<file path="src/verilog/imsum_pkg.sv">
// imsum_pkg: register map, field positions and reset values for the
// interrupt mask and summary block.
// assumes an 8-bit register port driven by the serial interface decoder.
//
// Behaviour
// - readback mask bit 3 set blocks the SoC reset-output readback interrupt
// - readback mask bit 0 set blocks the enable-drive readback interrupt
// - monitor mask bit 5 set suppresses the monitor MCU reset interrupt
// - monitor mask bit 4 set suppresses the MCU monitor failure interrupt
// - monitor mask bit 3 set suppresses the MCU monitor pin error interrupt
// - mask defaults load from config memory at power-up; reserved bits read zero
// - top bit 7 shows pending state-machine error flags, clears when all zero
// - top bit 6 shows pending severe error flags, clears when all zero
// - top bit 5 shows pending moderate error flags, clears when all zero
// - top bit 4 shows pending miscellaneous flags, clears when all zero
// - top bit 3 shows pending power-up flags, clears when all zero
// - top bit 2 shows pending general-purpose pin flags, clears when all zero
// - top bit 1 shows pending voltage monitor flags, clears when all zero
// - top bit 0 shows any regulator-group summary bit, clears when all zero
// - group bit 1 shows pending regulator three/four flags
// - group bit 0 shows pending regulator one/two flags; bits 7:2 read zero
// - source flags latch on events; host clears by writing one

package imsum_pkg;

    // ==========================================================
    // register offsets
    localparam logic [7:0] ADDR_READBACK_MASK = 8'h58;
    localparam logic [7:0] ADDR_MONITOR_MASK = 8'h59;
    localparam logic [7:0] ADDR_TOP_SUMMARY = 8'h5A;
    localparam logic [7:0] ADDR_GROUP_SUMMARY = 8'h5B;
    localparam logic [7:0] ADDR_REG12_FLAGS = 8'h5C;
    localparam logic [7:0] ADDR_REG34_FLAGS = 8'h5D;

    // ==========================================================
    // field positions
    localparam int RB_SOC_RESET_BIT = 3;
    localparam int RB_ENABLE_DRIVE_BIT = 0;
    localparam int MON_MCU_RESET_BIT = 5;
    localparam int MON_MCU_FAIL_BIT = 4;
    localparam int MON_MCU_PIN_BIT = 3;
    localparam int TOP_FSM_BIT = 7;
    localparam int TOP_SEVERE_BIT = 6;
    localparam int TOP_MODERATE_BIT = 5;
    localparam int TOP_MISC_BIT = 4;
    localparam int TOP_POWER_UP_BIT = 3;
    localparam int TOP_GPIO_BIT = 2;
    localparam int TOP_VMON_BIT = 1;
    localparam int TOP_GROUP_BIT = 0;
    localparam int GRP_REG34_BIT = 1;
    localparam int GRP_REG12_BIT = 0;

    // ==========================================================
    // writable bits and reset values
    localparam logic [7:0] RB_WRITABLE = 8'h09;
    localparam logic [7:0] MON_WRITABLE = 8'h38;
    localparam logic [7:0] GRP_USED = 8'h03;
    localparam logic [7:0] REG_RESET = 8'h00;
    localparam logic [7:0] READ_UNMAPPED = 8'h00;

endpackage : imsum_pkg

</file>
<file path="src/verilog/imsum_top.sv">
// imsum_top: interrupt masks, top and regulator-group summaries and the
// active-low interrupt output.
// assumes the register port and source inputs come from logic on clock;
// only resetn is asynchronous and is synchronised here.
`timescale 1ns/10ps

module imsum_top
    import imsum_pkg::*;
#(
    parameter int FLAG_WIDTH = 8
) (
    input wire logic clock, // 25 MHz block clock
    input wire logic resetn, // asynchronous reset, active low
    input wire logic [7:0] reg_addr, // register offset
    input wire logic [7:0] reg_wdata, // write data
    input wire logic reg_wr, // write strobe, one cycle
    input wire logic reg_rd, // read strobe, one cycle
    output logic [7:0] reg_rdata_q, // read data, one cycle after reg_rd
    input wire logic [7:0] config_readback_mask, // config memory default
    input wire logic [7:0] config_monitor_mask, // config memory default
    input wire logic soc_reset_out_readback_event, // source detector
    input wire logic enable_drive_readback_event, // source detector
    input wire logic monitor_mcu_reset_event, // source detector
    input wire logic monitor_mcu_failure_event, // source detector
    input wire logic monitor_mcu_pin_event, // source detector
    output logic soc_reset_out_readback_flag_set_q, // unmasked event pulse
    output logic enable_drive_readback_flag_set_q, // unmasked event pulse
    output logic monitor_mcu_reset_flag_set_q, // unmasked event pulse
    output logic monitor_mcu_failure_flag_set_q, // unmasked event pulse
    output logic monitor_mcu_pin_flag_set_q, // unmasked event pulse
    input wire logic [FLAG_WIDTH-1:0] state_machine_error_flags, // lower flags
    input wire logic [FLAG_WIDTH-1:0] severe_error_flags, // lower flags
    input wire logic [FLAG_WIDTH-1:0] moderate_error_flags, // lower flags
    input wire logic [FLAG_WIDTH-1:0] misc_flags, // lower flags
    input wire logic [FLAG_WIDTH-1:0] power_up_flags, // lower flags
    input wire logic [FLAG_WIDTH-1:0] gpio_flags, // lower flags
    input wire logic [FLAG_WIDTH-1:0] voltage_monitor_flags, // lower flags
    input wire logic [7:0] regulators_one_two_events, // regulator events
    input wire logic [7:0] regulators_three_four_events, // regulator events
    output logic interrupt_output_low_q // interrupt pin, active low
);

    // ==========================================================
    // elaboration check
    if (FLAG_WIDTH < 1 || FLAG_WIDTH > 8) begin : g_width_check
        $error("imsum_top: FLAG_WIDTH must be 1 to 8");
    end

    // ==========================================================
    // reset synchroniser: release is clocked, assertion is immediate
    logic rst_meta_q;
    logic rst_n;

    always_ff @(posedge clock or negedge resetn) begin
        if (!resetn) begin
            rst_meta_q <= 1'b0;
            rst_n <= 1'b0;
        end else begin
            rst_meta_q <= 1'b1;
            rst_n <= rst_meta_q;
        end
    end

    // ==========================================================
    // register port decode
    logic wr_readback_mask;
    logic wr_monitor_mask;
    logic wr_reg12;
    logic wr_reg34;

    // summary offsets decode to nothing on write
    assign wr_readback_mask = reg_wr && (reg_addr == ADDR_READBACK_MASK);
    assign wr_monitor_mask = reg_wr && (reg_addr == ADDR_MONITOR_MASK);
    assign wr_reg12 = reg_wr && (reg_addr == ADDR_REG12_FLAGS);
    assign wr_reg34 = reg_wr && (reg_addr == ADDR_REG34_FLAGS);

    // ==========================================================
    // mask registers
    logic loaded_q;
    logic [7:0] readback_mask_q;
    logic [7:0] readback_mask_d;
    logic [7:0] monitor_mask_q;
    logic [7:0] monitor_mask_d;

    // first cycle after release takes the config defaults; a write in
    // that same cycle loses, since the defaults are not yet in place
    assign readback_mask_d = !loaded_q ? (config_readback_mask & RB_WRITABLE)
        : wr_readback_mask ? (reg_wdata & RB_WRITABLE) : readback_mask_q;
    assign monitor_mask_d = !loaded_q ? (config_monitor_mask & MON_WRITABLE)
        : wr_monitor_mask ? (reg_wdata & MON_WRITABLE) : monitor_mask_q;

    // mask storage
    always_ff @(posedge clock or negedge rst_n) begin
        if (!rst_n) begin
            loaded_q <= 1'b0;
            readback_mask_q <= REG_RESET;
            monitor_mask_q <= REG_RESET;
        end else begin
            loaded_q <= 1'b1;
            readback_mask_q <= readback_mask_d;
            monitor_mask_q <= monitor_mask_d;
        end
    end

    // ==========================================================
    // source gating: a set mask bit stops the event from raising a flag
    logic soc_raise;
    logic drive_raise;
    logic mcu_reset_raise;
    logic mcu_fail_raise;
    logic mcu_pin_raise;

    assign soc_raise = soc_reset_out_readback_event
        && !readback_mask_q[RB_SOC_RESET_BIT];
    assign drive_raise = enable_drive_readback_event
        && !readback_mask_q[RB_ENABLE_DRIVE_BIT];
    assign mcu_reset_raise = monitor_mcu_reset_event
        && !monitor_mask_q[MON_MCU_RESET_BIT];
    assign mcu_fail_raise = monitor_mcu_failure_event
        && !monitor_mask_q[MON_MCU_FAIL_BIT];
    assign mcu_pin_raise = monitor_mcu_pin_event
        && !monitor_mask_q[MON_MCU_PIN_BIT];

    // raise pulses registered so every output leaves a flip-flop
    always_ff @(posedge clock or negedge rst_n) begin
        if (!rst_n) begin
            soc_reset_out_readback_flag_set_q <= 1'b0;
            enable_drive_readback_flag_set_q <= 1'b0;
            monitor_mcu_reset_flag_set_q <= 1'b0;
            monitor_mcu_failure_flag_set_q <= 1'b0;
            monitor_mcu_pin_flag_set_q <= 1'b0;
        end else begin
            soc_reset_out_readback_flag_set_q <= soc_raise;
            enable_drive_readback_flag_set_q <= drive_raise;
            monitor_mcu_reset_flag_set_q <= mcu_reset_raise;
            monitor_mcu_failure_flag_set_q <= mcu_fail_raise;
            monitor_mcu_pin_flag_set_q <= mcu_pin_raise;
        end
    end

    // ==========================================================
    // regulator flag registers, cleared by writing one
    logic [7:0] regulators_one_two_flags;
    logic [7:0] regulators_three_four_flags;

    imsum_flag_reg #(
        .WIDTH(8)
    ) u_reg12_flags (
        .clock(clock),
        .rst_n(rst_n),
        .set_pulse(regulators_one_two_events),
        .clear_wr(wr_reg12),
        .clear_data(reg_wdata),
        .flags_q(regulators_one_two_flags)
    );

    imsum_flag_reg #(
        .WIDTH(8)
    ) u_reg34_flags (
        .clock(clock),
        .rst_n(rst_n),
        .set_pulse(regulators_three_four_events),
        .clear_wr(wr_reg34),
        .clear_data(reg_wdata),
        .flags_q(regulators_three_four_flags)
    );

    // ==========================================================
    // summaries: registered reductions, so they fall one cycle after their inputs clear
    logic [7:0] group_summary_q;
    logic [7:0] group_summary_d;
    logic [7:0] top_summary_q;
    logic [7:0] top_summary_d;

    assign group_summary_d[7:2] = '0;
    assign group_summary_d[GRP_REG34_BIT] = |regulators_three_four_flags;
    assign group_summary_d[GRP_REG12_BIT] = |regulators_one_two_flags;

    // top bit 0 follows the group register, so it trails by one cycle
    assign top_summary_d[TOP_FSM_BIT] = |state_machine_error_flags;
    assign top_summary_d[TOP_SEVERE_BIT] = |severe_error_flags;
    assign top_summary_d[TOP_MODERATE_BIT] = |moderate_error_flags;
    assign top_summary_d[TOP_MISC_BIT] = |misc_flags;
    assign top_summary_d[TOP_POWER_UP_BIT] = |power_up_flags;
    assign top_summary_d[TOP_GPIO_BIT] = |gpio_flags;
    assign top_summary_d[TOP_VMON_BIT] = |voltage_monitor_flags;
    assign top_summary_d[TOP_GROUP_BIT] = |group_summary_q;

    // summary storage; no write path reaches these
    always_ff @(posedge clock or negedge rst_n) begin
        if (!rst_n) begin
            group_summary_q <= REG_RESET;
            top_summary_q <= REG_RESET;
        end else begin
            group_summary_q <= group_summary_d;
            top_summary_q <= top_summary_d;
        end
    end

    // ==========================================================
    // interrupt pin tracks the same next value as the top register
    always_ff @(posedge clock or negedge rst_n) begin
        if (!rst_n) begin
            interrupt_output_low_q <= 1'b1;
        end else begin
            interrupt_output_low_q <= ~|top_summary_d;
        end
    end

    // ==========================================================
    // read mux; unmapped offsets answer zero
    logic [7:0] read_mux;

    assign read_mux =
        (reg_addr == ADDR_READBACK_MASK) ? readback_mask_q :
        (reg_addr == ADDR_MONITOR_MASK) ? monitor_mask_q :
        (reg_addr == ADDR_TOP_SUMMARY) ? top_summary_q :
        (reg_addr == ADDR_GROUP_SUMMARY) ? group_summary_q :
        (reg_addr == ADDR_REG12_FLAGS) ? regulators_one_two_flags :
        (reg_addr == ADDR_REG34_FLAGS) ? regulators_three_four_flags :
        READ_UNMAPPED;

    // read data holds until the next read
    always_ff @(posedge clock or negedge rst_n) begin
        if (!rst_n) begin
            reg_rdata_q <= REG_RESET;
        end else if (reg_rd) begin
            reg_rdata_q <= read_mux;
        end
    end

    // ==========================================================
    // checks
    property p_soc_masked;
        @(posedge clock) disable iff (!rst_n)
        (soc_reset_out_readback_event && readback_mask_q[RB_SOC_RESET_BIT])
            |=> !soc_reset_out_readback_flag_set_q;
    endproperty
    a_soc_masked: assert property (p_soc_masked)
        else $error("masked soc readback event raised");

    property p_drive_pass;
        @(posedge clock) disable iff (!rst_n)
        (enable_drive_readback_event && !readback_mask_q[RB_ENABLE_DRIVE_BIT])
            |=> enable_drive_readback_flag_set_q;
    endproperty
    a_drive_pass: assert property (p_drive_pass)
        else $error("unmasked drive readback event dropped");

    property p_mcu_reset_gate;
        @(posedge clock) disable iff (!rst_n)
        ##1 monitor_mcu_reset_flag_set_q == ($past(monitor_mcu_reset_event)
            && !$past(monitor_mask_q[MON_MCU_RESET_BIT]));
    endproperty
    a_mcu_reset_gate: assert property (p_mcu_reset_gate)
        else $error("mcu reset gating wrong");

    property p_mcu_fail_gate;
        @(posedge clock) disable iff (!rst_n)
        (monitor_mcu_failure_event && monitor_mask_q[MON_MCU_FAIL_BIT])
            |=> !monitor_mcu_failure_flag_set_q;
    endproperty
    a_mcu_fail_gate: assert property (p_mcu_fail_gate)
        else $error("masked mcu failure raised");

    property p_mcu_pin_gate;
        @(posedge clock) disable iff (!rst_n)
        (monitor_mcu_pin_event && !monitor_mask_q[MON_MCU_PIN_BIT])
            |=> monitor_mcu_pin_flag_set_q;
    endproperty
    a_mcu_pin_gate: assert property (p_mcu_pin_gate)
        else $error("unmasked mcu pin event dropped");

    property p_reserved_zero;
        @(posedge clock) disable iff (!rst_n)
        ((readback_mask_q & ~RB_WRITABLE) == '0)
            && ((monitor_mask_q & ~MON_WRITABLE) == '0)
            && (group_summary_q[7:2] == '0);
    endproperty
    a_reserved_zero: assert property (p_reserved_zero)
        else $error("reserved bit set");

    property p_fsm_summary;
        @(posedge clock) disable iff (!rst_n)
        (state_machine_error_flags != '0) |=> top_summary_q[TOP_FSM_BIT];
    endproperty
    a_fsm_summary: assert property (p_fsm_summary)
        else $error("fsm summary not set");

    property p_severe_clear;
        @(posedge clock) disable iff (!rst_n)
        (severe_error_flags == '0) |=> !top_summary_q[TOP_SEVERE_BIT];
    endproperty
    a_severe_clear: assert property (p_severe_clear)
        else $error("severe summary stuck");

    property p_moderate_summary;
        @(posedge clock) disable iff (!rst_n)
        (moderate_error_flags != '0) |=> top_summary_q[TOP_MODERATE_BIT];
    endproperty
    a_moderate_summary: assert property (p_moderate_summary)
        else $error("moderate summary not set");

    property p_misc_clear;
        @(posedge clock) disable iff (!rst_n)
        (misc_flags == '0) |=> !top_summary_q[TOP_MISC_BIT];
    endproperty
    a_misc_clear: assert property (p_misc_clear)
        else $error("misc summary stuck");

    property p_power_up_summary;
        @(posedge clock) disable iff (!rst_n)
        (power_up_flags != '0) |=> top_summary_q[TOP_POWER_UP_BIT];
    endproperty
    a_power_up_summary: assert property (p_power_up_summary)
        else $error("power-up summary not set");

    property p_gpio_clear;
        @(posedge clock) disable iff (!rst_n)
        (gpio_flags == '0) |=> !top_summary_q[TOP_GPIO_BIT];
    endproperty
    a_gpio_clear: assert property (p_gpio_clear)
        else $error("gpio summary stuck");

    property p_vmon_summary;
        @(posedge clock) disable iff (!rst_n)
        (voltage_monitor_flags != '0) |=> top_summary_q[TOP_VMON_BIT];
    endproperty
    a_vmon_summary: assert property (p_vmon_summary)
        else $error("voltage monitor summary not set");

    property p_group_chain;
        @(posedge clock) disable iff (!rst_n)
        (regulators_three_four_events != '0) ##1 !wr_reg34
            |=> group_summary_q[GRP_REG34_BIT] ##1 top_summary_q[TOP_GROUP_BIT];
    endproperty
    a_group_chain: assert property (p_group_chain)
        else $error("regulator summary chain broken");

    property p_irq_pin;
        @(posedge clock) disable iff (!rst_n)
        ##1 interrupt_output_low_q == (top_summary_q == '0);
    endproperty
    a_irq_pin: assert property (p_irq_pin)
        else $error("interrupt pin disagrees with summary");

    property p_summary_ro;
        @(posedge clock) disable iff (!rst_n)
        (reg_wr && reg_addr == ADDR_TOP_SUMMARY && regulators_one_two_events == '0)
            |=> $stable(regulators_one_two_flags);
    endproperty
    a_summary_ro: assert property (p_summary_ro)
        else $error("summary write disturbed flags");

endmodule : imsum_top

</file>
<file path="src/verilog/imsum_flag_reg.sv">
// imsum_flag_reg: latched source flags, cleared by writing one.
// assumes set and clear strobes come from logic on the same clock.
`timescale 1ns/10ps

module imsum_flag_reg
    import imsum_pkg::*;
#(
    parameter int WIDTH = 8
) (
    input wire logic clock, // block clock
    input wire logic rst_n, // synchronised reset, active low
    input wire logic [WIDTH-1:0] set_pulse, // source events
    input wire logic clear_wr, // write strobe to this register
    input wire logic [WIDTH-1:0] clear_data, // ones clear flags
    output logic [WIDTH-1:0] flags_q // latched flags
);

    // ==========================================================
    // elaboration check
    if (WIDTH < 1 || WIDTH > 8) begin : g_width_check
        $error("imsum_flag_reg: WIDTH must be 1 to 8");
    end

    // ==========================================================
    // next value: an event in the clearing cycle is kept
    logic [WIDTH-1:0] clear_mask;
    logic [WIDTH-1:0] flags_d;

    assign clear_mask = clear_wr ? clear_data : '0;
    assign flags_d = (flags_q & ~clear_mask) | set_pulse;

    // flag storage
    always_ff @(posedge clock or negedge rst_n) begin
        if (!rst_n) begin
            flags_q <= '0;
        end else begin
            flags_q <= flags_d;
        end
    end

    // ==========================================================
    // checks
    property p_set_wins;
        @(posedge clock) disable iff (!rst_n)
        (set_pulse != '0) |=> ((flags_q & $past(set_pulse)) == $past(set_pulse));
    endproperty
    a_set_wins: assert property (p_set_wins)
        else $error("flag event lost");

    property p_w1c;
        @(posedge clock) disable iff (!rst_n)
        (clear_wr && set_pulse == '0)
            |=> (flags_q == ($past(flags_q) & ~$past(clear_data)));
    endproperty
    a_w1c: assert property (p_w1c)
        else $error("write-one clear wrong");

endmodule : imsum_flag_reg

</file>
<file path="config.mk">
export PLATFORM = sky130hd
export DESIGN_NAME = imsum_top
export DESIGN_NICKNAME = d
export VERILOG_FILES = /design/src/verilog/imsum_pkg.sv /design/src/verilog/imsum_top.sv /design/src/verilog/imsum_flag_reg.sv
export SDC_FILE = /design/constraint.sdc
export NUM_CORES = 1
export LEC_CHECK = 0
export BUFFER_PORTS_ARGS = -buffer_cell sky130_fd_sc_hd__buf_4
export CAP_MARGIN = 20
export CORE_AREA = 2 2 54 94
export CTS_BUF_LIST = sky130_fd_sc_hd__clkbuf_4
export CTS_CLUSTER_DIAMETER = 40
export CTS_CLUSTER_SIZE = 14
export DETAILED_ROUTE_END_ITERATION = 6
export DIE_AREA = 0 0 56 96
export PLACE_DENSITY_LB_ADDON = 0.15
export REMOVE_ABC_BUFFERS = 1
export SYNTH_ARGS = -nofsm -noshare
export SYNTH_HDL_FRONTEND = slang
export SYNTH_SLANG_ARGS = --single-unit
export TNS_END_PERCENT = 50
</file>
<file path="constraint.sdc">
create_clock -name clock -period 3 [get_ports clock]
set_input_delay 0.45 -clock clock [delete_from_list [all_inputs] [get_ports clock]]
set_output_delay 0.45 -clock clock [all_outputs]
set_load 0.005 [all_outputs]
</file>
**After elaboration in Yosys (flattened, before gate mapping)**

Index checks and enable logic that the tools add are counted.

- Register bits: 59
- Bits in latches: 0
- RAM bits: 0
- ROM bits: 0
- Input port bits: 113
- Output and inout bits: 14
- Logic and storage cells: 68
- Memories kept: 0

- Add/sub/neg operators: 0
- $mul: 0
- Divide/modulo/power cells: 0
- $lt $le $gt $ge: 0
- Equal/unequal tests: 8
- Shift-type cells: 0
- Mux-type cells: 12
- Bitwise gates (word level): 6
- Reduce and logical (&&, ||, !) cells: 26

Operators with widths:

| operator | number |
|---|---|
| $mux W8 | 12 |
| $reduce_or A8 Y1 | 9 |
| $reduce_or A58 Y1 | 1 |
| $eq A8 B7 Y1 const B | 6 |
| $and A8 B8 Y8 | 2 |
| $not A8 Y8 | 2 |
| $or A8 B8 Y8 | 2 |
| $logic_and A1 B1 Y1 | 9 |
| $logic_not A1 Y1 | 6 |
| $ne A2 B2 Y1 const B | 2 |
| $reduce_or A2 Y1 | 1 |

**Logic depth before layout (Yosys ltp)**

Gate-level depths: netlist of the first run.

- Word-level depth: 7
- Depth in mapped cells: 6
- Gate-level depth less buffers: 4

**Hierarchy**

Synthesis of the first run repeated with hierarchy kept, for this count alone.

- Cell total of the unflattened synthesis: 209
- Area, all modules: 2173.3 µm²

By module, submodules not included:

| module | instances | cells each | area an instance (µm²) | seq. area each (µm²) |
|---|---|---|---|---|
| imsum_top | 1 | 159 | 1577.8 | 802.0 |
| imsum_flag_reg | 2 | 25 | 297.8 | 200.2 |

**Least setup slack after synthesis of the first run**

OpenSTA, ideal clock, no wires.

- Kind: input to register
- Start: in reg_addr[7]
- End: reg monitor_mask_q[3]
- Setup time: 0.137 ns
- Data arrival time: 1.531 ns
- Required time: 2.863 ns
- Slack: 1.332 ns
- Stages on the path: 5
- Path buffers: 1
- Cells stage by stage: nand2b_2 > or4b_4 > buf_6 > mux2i_1 > a21oi_1

- Longest elaborated chain between the ends: 3

RTL lines:

| element | RTL line | text |
|---|---|---|
| start: declaration | imsum_top.sv:14 | `input wire logic [7:0] reg_addr,` |
| $eq A8 B7 Y1 | imsum_top.sv:73 | `assign wr_monitor_mask = reg_wr && (reg_addr == ADDR_MONITOR_MASK);` |
| $logic_and A1 B1 Y1 | imsum_top.sv:73 |  |
| $ne A2 B2 Y1 (no line) | n/a |  |
| end signal: assignment | imsum_top.sv:101 | `monitor_mask_q <= monitor_mask_d;` |
| end: declaration | imsum_top.sv:82 | `logic [7:0] monitor_mask_q;` |

Every way passes these cells.
A chain may end at the register's enable or synchronous reset.

**Worst setup path after layout of the first run**

- Start: reg interrupt_output_low_q
- End: out interrupt_output_low_q

RTL lines:

| element | RTL line | text |
|---|---|---|
| start: declaration | imsum_top.sv:40 | `output logic interrupt_output_low_q` |
| start signal: assignment | imsum_top.sv:206 | `interrupt_output_low_q <= ~\|top_summary_d;` |

No word-level cell between the ends.

==> results of run 1 <==
[power groups by stage]
stage / combinational [mW] / sequential [mW] / clock (mW)
floorplan: 0.0440 / 0.693 / 0
global placement: 0.178 / 0.699 / 0
detailed placement: 0.181 / 0.700 / 0
CTS: 0.183 / 0.687 / 0.310
global route: 0.212 / 0.679 / 0.336
finish: 0.195 / 0.676 / 0.299
[worst paths after layout]
| check | from | slack [ns] | depth (start not counted) | to |
|---|---|---|---|---|
| min in group clock | regulators_one_two_events[7] | 0.25 | 2 | u_reg12_flags.flags_q[7] |
| hold reg to reg | rst_n | 0.07 | 0 | u_reg34_flags.flags_q[6] |
| hold / removal | rst_n | 0.07 | 0 | u_reg34_flags.flags_q[6] |
| max in group asynchronous | rst_n | 2.41 | 1 | interrupt_output_low_q |
| setup / recovery | interrupt_output_low_q | 1.57 | 1 | interrupt_output_low_q |
| setup reg to reg | group_summary_q[1] | 1.68 | 3 | interrupt_output_low_q |
[synthesized netlist by cell type, drive strengths merged]
cell type  number  area share
o22ai           6       0.017
dfrtp          47        0.53
or2             1      0.0028
buf             6       0.019
or4b            1      0.0062
o32a            1      0.0045
dfstp           1       0.012
conb            1      0.0017
nor2b           6       0.017
a211o           1      0.0040
and2            1      0.0028
nor4b           1      0.0068
nor4bb          2      0.0090
a211oi          2      0.0068
a21o           16       0.054
or4             2      0.0068
nor2           14       0.024
clkbuf          1      0.0017
nand2b          3       0.011
inv             7       0.013
and4bb          1      0.0056
mux2i          14       0.063
nand4b          1       0.011
a21oi          12       0.027
nor3b           1      0.0034
nand2          34       0.058
a32oi           1      0.0040
nor4           20       0.070
o211a           2      0.0090
[registers in the layout, indices dropped and copies added (netlist names), 2 cells and up]
name                   flops
reg_rdata_q                8
u_reg12_flags.flags_q      8
monitor_mask_q             3
group_summary_q            2
readback_mask_q            2
top_summary_q              8
u_reg34_flags.flags_q      8
[cell type report]
cell class | count | area (um2)
fill | 377 | 1430
sequential | 48 | 1200
multi-input combinational | 145 | 945
timing repair buffer | 117 | 893
tap | 52 | 65.1
clock buffer | 6 | 45.0
inverter | 7 | 28.8
clock inverter | 2 | 11.3
[per-layer routing]
layer | global-route usage | routed length (um) | vias up | part of all wire
met5 | 0 | 0 | - | 0
met4 | 0.0853 | 156 | 0 | 0.027
met3 | 0.0497 | 365 | 13 | 0.064
met2 | 0.416 | 3250 | 85 | 0.57
met1 | 0.230 | 1950 | 949 | 0.34
li1 | - | - | 972 | -
[stage by stage]
stage | hold WS [ns] | cells | setup WS (ns) | power [mW] | cell area [um2]
floorplan | 0.154 | 200 | 1.41 | 0.737 | 2180
global placement | 0.233 | 367 | 1.22 | 0.877 | 3110
detailed placement | 0.234 | 367 | 1.21 | 0.881 | 3110
CTS | 0.234 | 376 | 1.55 | 1.18 | 3170
global route | 0.0801 | 377 | 1.52 | 1.23 | 3190
finish | 0.0743 | 377 | 1.57 | 1.17 | 3190
[logic make-up (layout without fill, tap and decap cells)]
kind of cell	Yosys count	in the layout	share of synthesized area
DFF	48	48	0.542
other	1	2	0.00169
and+or+nand+nor	88	88	0.233
buffers and inverters	14	132	0.0333
muxes	14	14	0.0632
AOI/OAI and AO/OA	41	41	0.126
[repair_timing]
action                                 CTS  global route
hold buffers                             1             0
gates resized for setup                  0             0
endpoints found under the hold margin    2             0
==> Implementation_results.wiki, run 1 <==
{| class="wikitable"
! Metric !! Value
|-
| Hold/Removal Path Class || flop to asynchronous set/reset pin
|-
| Wire length of the first global-routing pass || 9070 um
|-
| Per-cell via count in the routed design || between 5 and 6
|-
| Last weighted congestion value of the routability-driven placer || 0.803
|-
| Antenna violations before repair || 0
|-
| Wire per inst || 15.2 um
|-
| Critical-path cell with the highest stage delay || sky130_fd_sc_hd__dfstp_2
|-
| RSZ-0062 raised after global routing || false
|-
| Number of H-tree branching levels || 2
|-
| Remaining max-slew budget at the tightest pin || 0.640
|-
| Antenna cells || 0
|-
| Antenna Violating Nets Remaining || 0
|-
| DRC marker count from the first detailed-route iteration || 34
|-
| Number of nets in the final layout || 437
|-
| Utilization after layout || 0.690
|-
| Residual DRC count || 0
|-
| Placement row count || 33
|-
| Die footprint || 0.00538 mm2
|-
| Number of buffers added for setup after CTS || 0
|-
| Worst Tran Pin Value || 0.535 ns
|-
| Net Switching || approximately 0.29 mW
|-
| Combinational power share || 0.167
|-
| Global route overflow || 0
|-
| Clock latency reported for the late side of the worst-skew pair || 0.37 ns
|-
| Slew Viols, Final || 0
|-
| Period utilization || 0.476
|-
| Chain of cells forming the critical path || buf_4
|-
| Peak per-stage delay on the critical path || 0.54 ns
|-
| Fraction of power spent switching nets || 0.245
|-
| CTS sink cnt || 48
|-
| WL final || 5720 um
|-
| Commonest cells after routing, fill and taps aside || sky130_fd_sc_hd__buf_4 (115), sky130_fd_sc_hd__dfrtp_1 (46), sky130_fd_sc_hd__nand2_1 (34), sky130_fd_sc_hd__nor4_1 (18), sky130_fd_sc_hd__a21o_1 (16)
|-
| GRT Total Usage || 0.218
|-
| First drt pass iteration count || 5
|-
| Clock transition time at the flip-flop clock pins of the worst setup and hold paths || 0.13 ns
|-
| Count of mapped cells out of synthesis || 206
|-
| Distinct cell type count after synthesis || 34
|-
| Number of buffers and inverters on the critical path || 1
|-
| Largest net degree at the start of global routing || 47
|-
| Final period demand of the worst path || 1.43 ns
|-
| Synthesis-to-layout area growth || 44.0%
|-
| Capturing element type of the critical path || output pin
|-
| Critical path class || flop to output pin
|-
| Internal Dissipation || roughly 0.9 mW
|-
| Max-cap check violation count || 0
|-
| Largest fanout of any net on the critical path || 1
|-
| Sequential-to-total area share from yosys stat || 0.542
|-
| Worst path required time || 2.55 ns
|-
| P_leak || 1.41 nW
|-
| Clock root cell || sky130_fd_sc_hd__clkbuf_4
|-
| Post-detailed-placement half-perimeter wirelength || 4610 um
|-
| Layout cells sized above 1 || 0.415
|-
| Vias in the first global route || approximately 2k
|-
| Critical Path Start Type || flop
|-
| Number of buffers on the longest clock path || 2
|-
| Top-Level Pins || 127
|-
| Via count of the routed design || 2019
|-
| Post-synthesis area per instance || 10.8 um2
|-
| TritonCTS clock tree || done
|-
| Number of storage elements in the synthesis netlist || 48
|-
| Status || completed
|-
| Areal power density over the cells || 367 mW/mm2
|-
| Total clock buffers created by CTS || 5
|-
| Sequential share of power || 0.578
|-
| Number of buffers inserted by port buffering || roughly 120
|-
| Height of the die || roughly 96 um
|-
| Post-Syn Area || 0.00222 mm2
|-
| Fmax achieved || between 600 and 700 MHz
|-
| Largest delay share family, worst path || flip-flops
|-
| Endpoints failing setup || 0
|-
| Final count of hold timing violations || 0
|-
| Worst Path Arrival || 0.98 ns
|-
| Width of the die || 56 um
|-
| Worst vdd ir || roughly 290 uV
|-
| Sum of negative setup slack || 0 ns
|-
| Most frequent standard cell in the layout excluding fill and tap cells || sky130_fd_sc_hd__buf_4
|-
| Core outline area || 0.00462 mm2
|-
| Initial core utilization || 0.479
|-
| Worst-case clock skew || 0.0262 ns
|-
| Proportion of power drawn by the clock network || 0.256
|-
| YS warnings || 0
|}
(Power assumes the default switching activity.)
==> inputs of run 2 (changes only) <==
--- a/config.mk
+++ b/config.mk
@@ -7,12 +7,12 @@
 export LEC_CHECK = 0
 export BUFFER_PORTS_ARGS = -buffer_cell sky130_fd_sc_hd__buf_4
 export CAP_MARGIN = 20
-export CORE_AREA = 2 2 54 94
+export CORE_AREA = 2 2 57 98
 export CTS_BUF_LIST = sky130_fd_sc_hd__clkbuf_4
 export CTS_CLUSTER_DIAMETER = 40
 export CTS_CLUSTER_SIZE = 14
 export DETAILED_ROUTE_END_ITERATION = 6
-export DIE_AREA = 0 0 56 96
+export DIE_AREA = 0 0 59 100
 export PLACE_DENSITY_LB_ADDON = 0.15
 export REMOVE_ABC_BUFFERS = 1
 export SYNTH_ARGS = -nofsm -noshare
==> constraint.sdc (replaced) <==
create_clock -name clock -period 1.4 [get_ports clock]
set_input_delay 0.21 -clock clock [delete_from_list [all_inputs] [get_ports clock]]
set_output_delay 0.21 -clock clock [all_outputs]
set_load 0.005 [all_outputs]
==> Implementation_results.wiki, run 2 (synthesis results as in run 1) <==
{| class="wikitable"
! Metric !! Value
|-
| Largest net degree at the start of global routing || 21 (was 47)
|-
| Largest fanout of any net on the critical path || 3 (was 1)
|-
| Synthesis-to-layout area growth || 54.8% (was 44.0%)
|-
| Top-Level Pins || 127 (unchanged)
|-
| Die footprint || 0.00590 mm2 (was 0.00538 mm2)
|-
| Tightest hold margin || 0.0194 ns (was 0.0743 ns)
|-
| Last weighted congestion value of the routability-driven placer || 0.891 (was 0.803)
|-
| Number of nets in the final layout || 464 (was 437)
|-
| Vias in the first global route || 2189 (was 2033)
|-
| Capturing element type of the critical path || flop (was output pin)
|-
| Total clock buffers created by CTS || 5 (unchanged)
|-
| Multi-input gate area in the final layout || 945 um2 (unchanged)
|-
| Worst min-delay path startpoint || regulators_three_four_events[5]
|-
| Final period demand of the worst path || 1.33 ns
|-
| Critical Path Start Type || flop (unchanged)
|-
| Period utilization || 0.950
|-
| Critical path class || flop to flop (was flop to output pin)
|-
| First drt pass iteration count || 4 (was 5)
|-
| GRT Total Usage || 0.218 (about the same)
|-
| Worst reg2reg startpoint || u_reg12_flags.flags_q[3] (was group_summary_q[1])
|-
| Number of buffers inserted by port buffering || 115 (unchanged)
|-
| Antenna violations before repair || 0 (unchanged)
|-
| Post-CTS sizing || 0 (unchanged)
|-
| Initial core utilization || 0.429 (was 0.479)
|-
| Worst-case clock skew || 0.0169 ns (was 0.0262 ns)
|-
| Number of buffers on the longest clock path || 2 (unchanged)
|-
| Number of H-tree branching levels || 2 (unchanged)
|-
| Core outline area || 0.00517 mm2 (was 0.00462 mm2)
|-
| Antenna cells || 0 (unchanged)
|-
| Hold/Removal Path Class || input port to flop (was flop to asynchronous set/reset pin)
|-
| Clock root cell || sky130_fd_sc_hd__clkbuf_4 (unchanged)
|-
| Flop-to-flop setup slack || 0.07 ns (was 1.68 ns)
|-
| Post-detailed-placement half-perimeter wirelength || 5080 um (was 4610 um)
|-
| Number of buffers added for setup after CTS || 0 (unchanged)
|-
| Cts-stage hold buffer count || 1 (unchanged)
|-
| Via count of the routed design || 2096 (was 2019)
|-
| Endpoints failing setup || 0 (unchanged)
|-
| Placement row count || 35 (was 33)
|-
| Slew Viols, Final || 0 (unchanged)
|-
| Width of the die || 59 um (was 56 um)
|-
| Clock transition time at the flip-flop clock pins of the worst setup and hold paths || 0.14 ns (was 0.13 ns)
|-
| Fmax achieved || 752 MHz
|-
| DRC marker count from the first detailed-route iteration || 27 (was 34)
|-
| Worst R2R Path Depth || 4 (was 3)
|-
| CTS sink cnt || 48 (unchanged)
|-
| Final design area excluding fillers || 0.00343 mm2 (was 0.00319 mm2)
|-
| Antenna Violating Nets Remaining || 0 (unchanged)
|-
| P_leak || 1.54 nW (was 1.41 nW)
|-
| Smallest setup slack after layout || 0.0695 ns (was 1.57 ns)
|-
| Worst hold path stage count || 2
|-
| Worst Path Arrival || 1.56 ns (was 0.98 ns)
|-
| Terminating pin of the worst hold path || u_reg34_flags.flags_q[5]
|-
| Worst path required time || 1.63 ns (was 2.55 ns)
|-
| RSZ-0062 raised after global routing || false (unchanged)
|-
| WL final || 6270 um (was 5720 um)
|-
| Wire per inst || 15.4 um (was 15.2 um)
|-
| Final count of hold timing violations || 0 (unchanged)
|-
| FF+latch area || 0.00120 mm2 (unchanged)
|-
| Wire length of the first global-routing pass || 9630 um (was 9070 um)
|-
| Residual DRC count || 0 (unchanged)
|-
| TritonCTS clock tree || done (unchanged)
|-
| Areal power density over the cells || 796 mW/mm2 (was 367 mW/mm2)
|-
| Commonest cells after routing, fill and taps aside || sky130_fd_sc_hd__buf_4 (134), sky130_fd_sc_hd__dfrtp_1 (46), sky130_fd_sc_hd__nand2_1 (34), sky130_fd_sc_hd__nor4_1 (18), sky130_fd_sc_hd__a21o_1 (16) (was sky130_fd_sc_hd__buf_4 (115), sky130_fd_sc_hd__dfrtp_1 (46), sky130_fd_sc_hd__nand2_1 (34), sky130_fd_sc_hd__nor4_1 (18), sky130_fd_sc_hd__a21o_1 (16))
|-
| Worst vdd ir || 495 uV (was 293 uV)
|-
| Pre-CTS setup slack || -0.121 ns (was 1.21 ns)
|-
| Status || completed (unchanged)
|-
| Cell area reported after detailed placement || 0.00325 mm2 (was 0.00311 mm2)
|-
| Height of the die || 100 um (was 96 um)
|-
| Per-cell via count in the routed design || 5.15 (was 5.36)
|-
| Layout cells sized above 1 || 0.438 (was 0.415)
|-
| Global route overflow || 0 (unchanged)
|-
| Clock latency reported for the late side of the worst-skew pair || 0.35 ns (was 0.37 ns)
|-
| Total of fill cells in the finished design || 452 (was 377)
|-
| Critical R2R Capture || reg_rdata_q[3] (was interrupt_output_low_q)
|-
| Max-cap check violation count || 0 (unchanged)
|-
| Most frequent standard cell in the layout excluding fill and tap cells || sky130_fd_sc_hd__buf_4 (unchanged)
|}
-- run 2: changes by cell type in the layout (fill, tap and decap cells not counted) --
| cell | previous run | this run |
|---|---|---|
| sky130_fd_sc_hd__buf_4 | 115 | 134 |
| sky130_fd_sc_hd__dlygate4sd3_1 | 1 | 10 |
| sky130_fd_sc_hd__buf_12 | 1 | 0 |
| sky130_fd_sc_hd__bufinv_16 | 0 | 1 |
| sky130_fd_sc_hd__clkinv_1 | 1 | 0 |
| sky130_fd_sc_hd__clkinv_2 | 0 | 1 |
| sky130_fd_sc_hd__clkinvlp_4 | 1 | 0 |
-- run 2: worst max-delay path by stage --
| stage | cells after the start | startpoint | end |
|---|---|---|---|
| 4_1_cts | 3 | group_summary_q[1] | interrupt_output_low_q |
| 6_report | 4 | u_reg12_flags.flags_q[3] | reg_rdata_q[3] |
| 3_3_place_gp | 5 | reg_addr[7] | monitor_mask_q[5] |
| 5_1_grt | 3 | group_summary_q[1] | interrupt_output_low_q |
| 2_1_floorplan | 0 | rst_n | enable_drive_readback_flag_set_q |
| 3_5_place_dp | 5 | reg_addr[7] | monitor_mask_q[5] |
-- run 2: worst max-delay path, stage by stage, from the launching register on --
cell and delay (ns):
sky130_fd_sc_hd__dfrtp_1 0.44, sky130_fd_sc_hd__nor4bb_1 0.14, sky130_fd_sc_hd__a211o_1 0.27, sky130_fd_sc_hd__a32oi_1 0.25
sky130_fd_sc_hd__o22ai_1 0.11
-- run 2: area by class of cell --
class | count | share of cell area
Clock buffer | 6 | 0.0131
Clock inverter | 2 | 0.0102
Inverter | 7 | 0.00838
Multi-Input combinational cell | 145 | 0.275
Sequential cell | 48 | 0.351
Tap cell | 55 | 0.0201
Timing Repair Buffer | 144 | 0.322
-- run 2: power breakdown --
| part | leakage (nW) | switching, mW | internal (mW) |
|---|---|---|---|
| Sequential | 0.503 | 0.0352 | 1.42 |
| Clock | 0.0456 | 0.420 | 0.394 |
| Combinational | 0.994 | 0.166 | 0.297 |
-- run 2: routing by layer --
metal | track usage | share of wire | vias to the layer above
met4 | 0.0997 | 0.035 | 0
met2 | 0.416 | 0.58 | 86
li1 | - | - | 1024
met5 | 0 | 0 | -
met1 | 0.213 | 0.34 | 972
met3 | 0.0412 | 0.049 | 14
-- run 2: stage by stage --
stage	power [mW]	instances	TNS [ns]	util
CTS	2.74	398	0	0.647
global placement	1.92	389	-1.24	0.629
floorplan	1.58	200	-1.49	-
global route	2.87	407	0	0.664
detailed placement	1.93	389	-1.61	0.629
finish	2.73	407	0	0.664
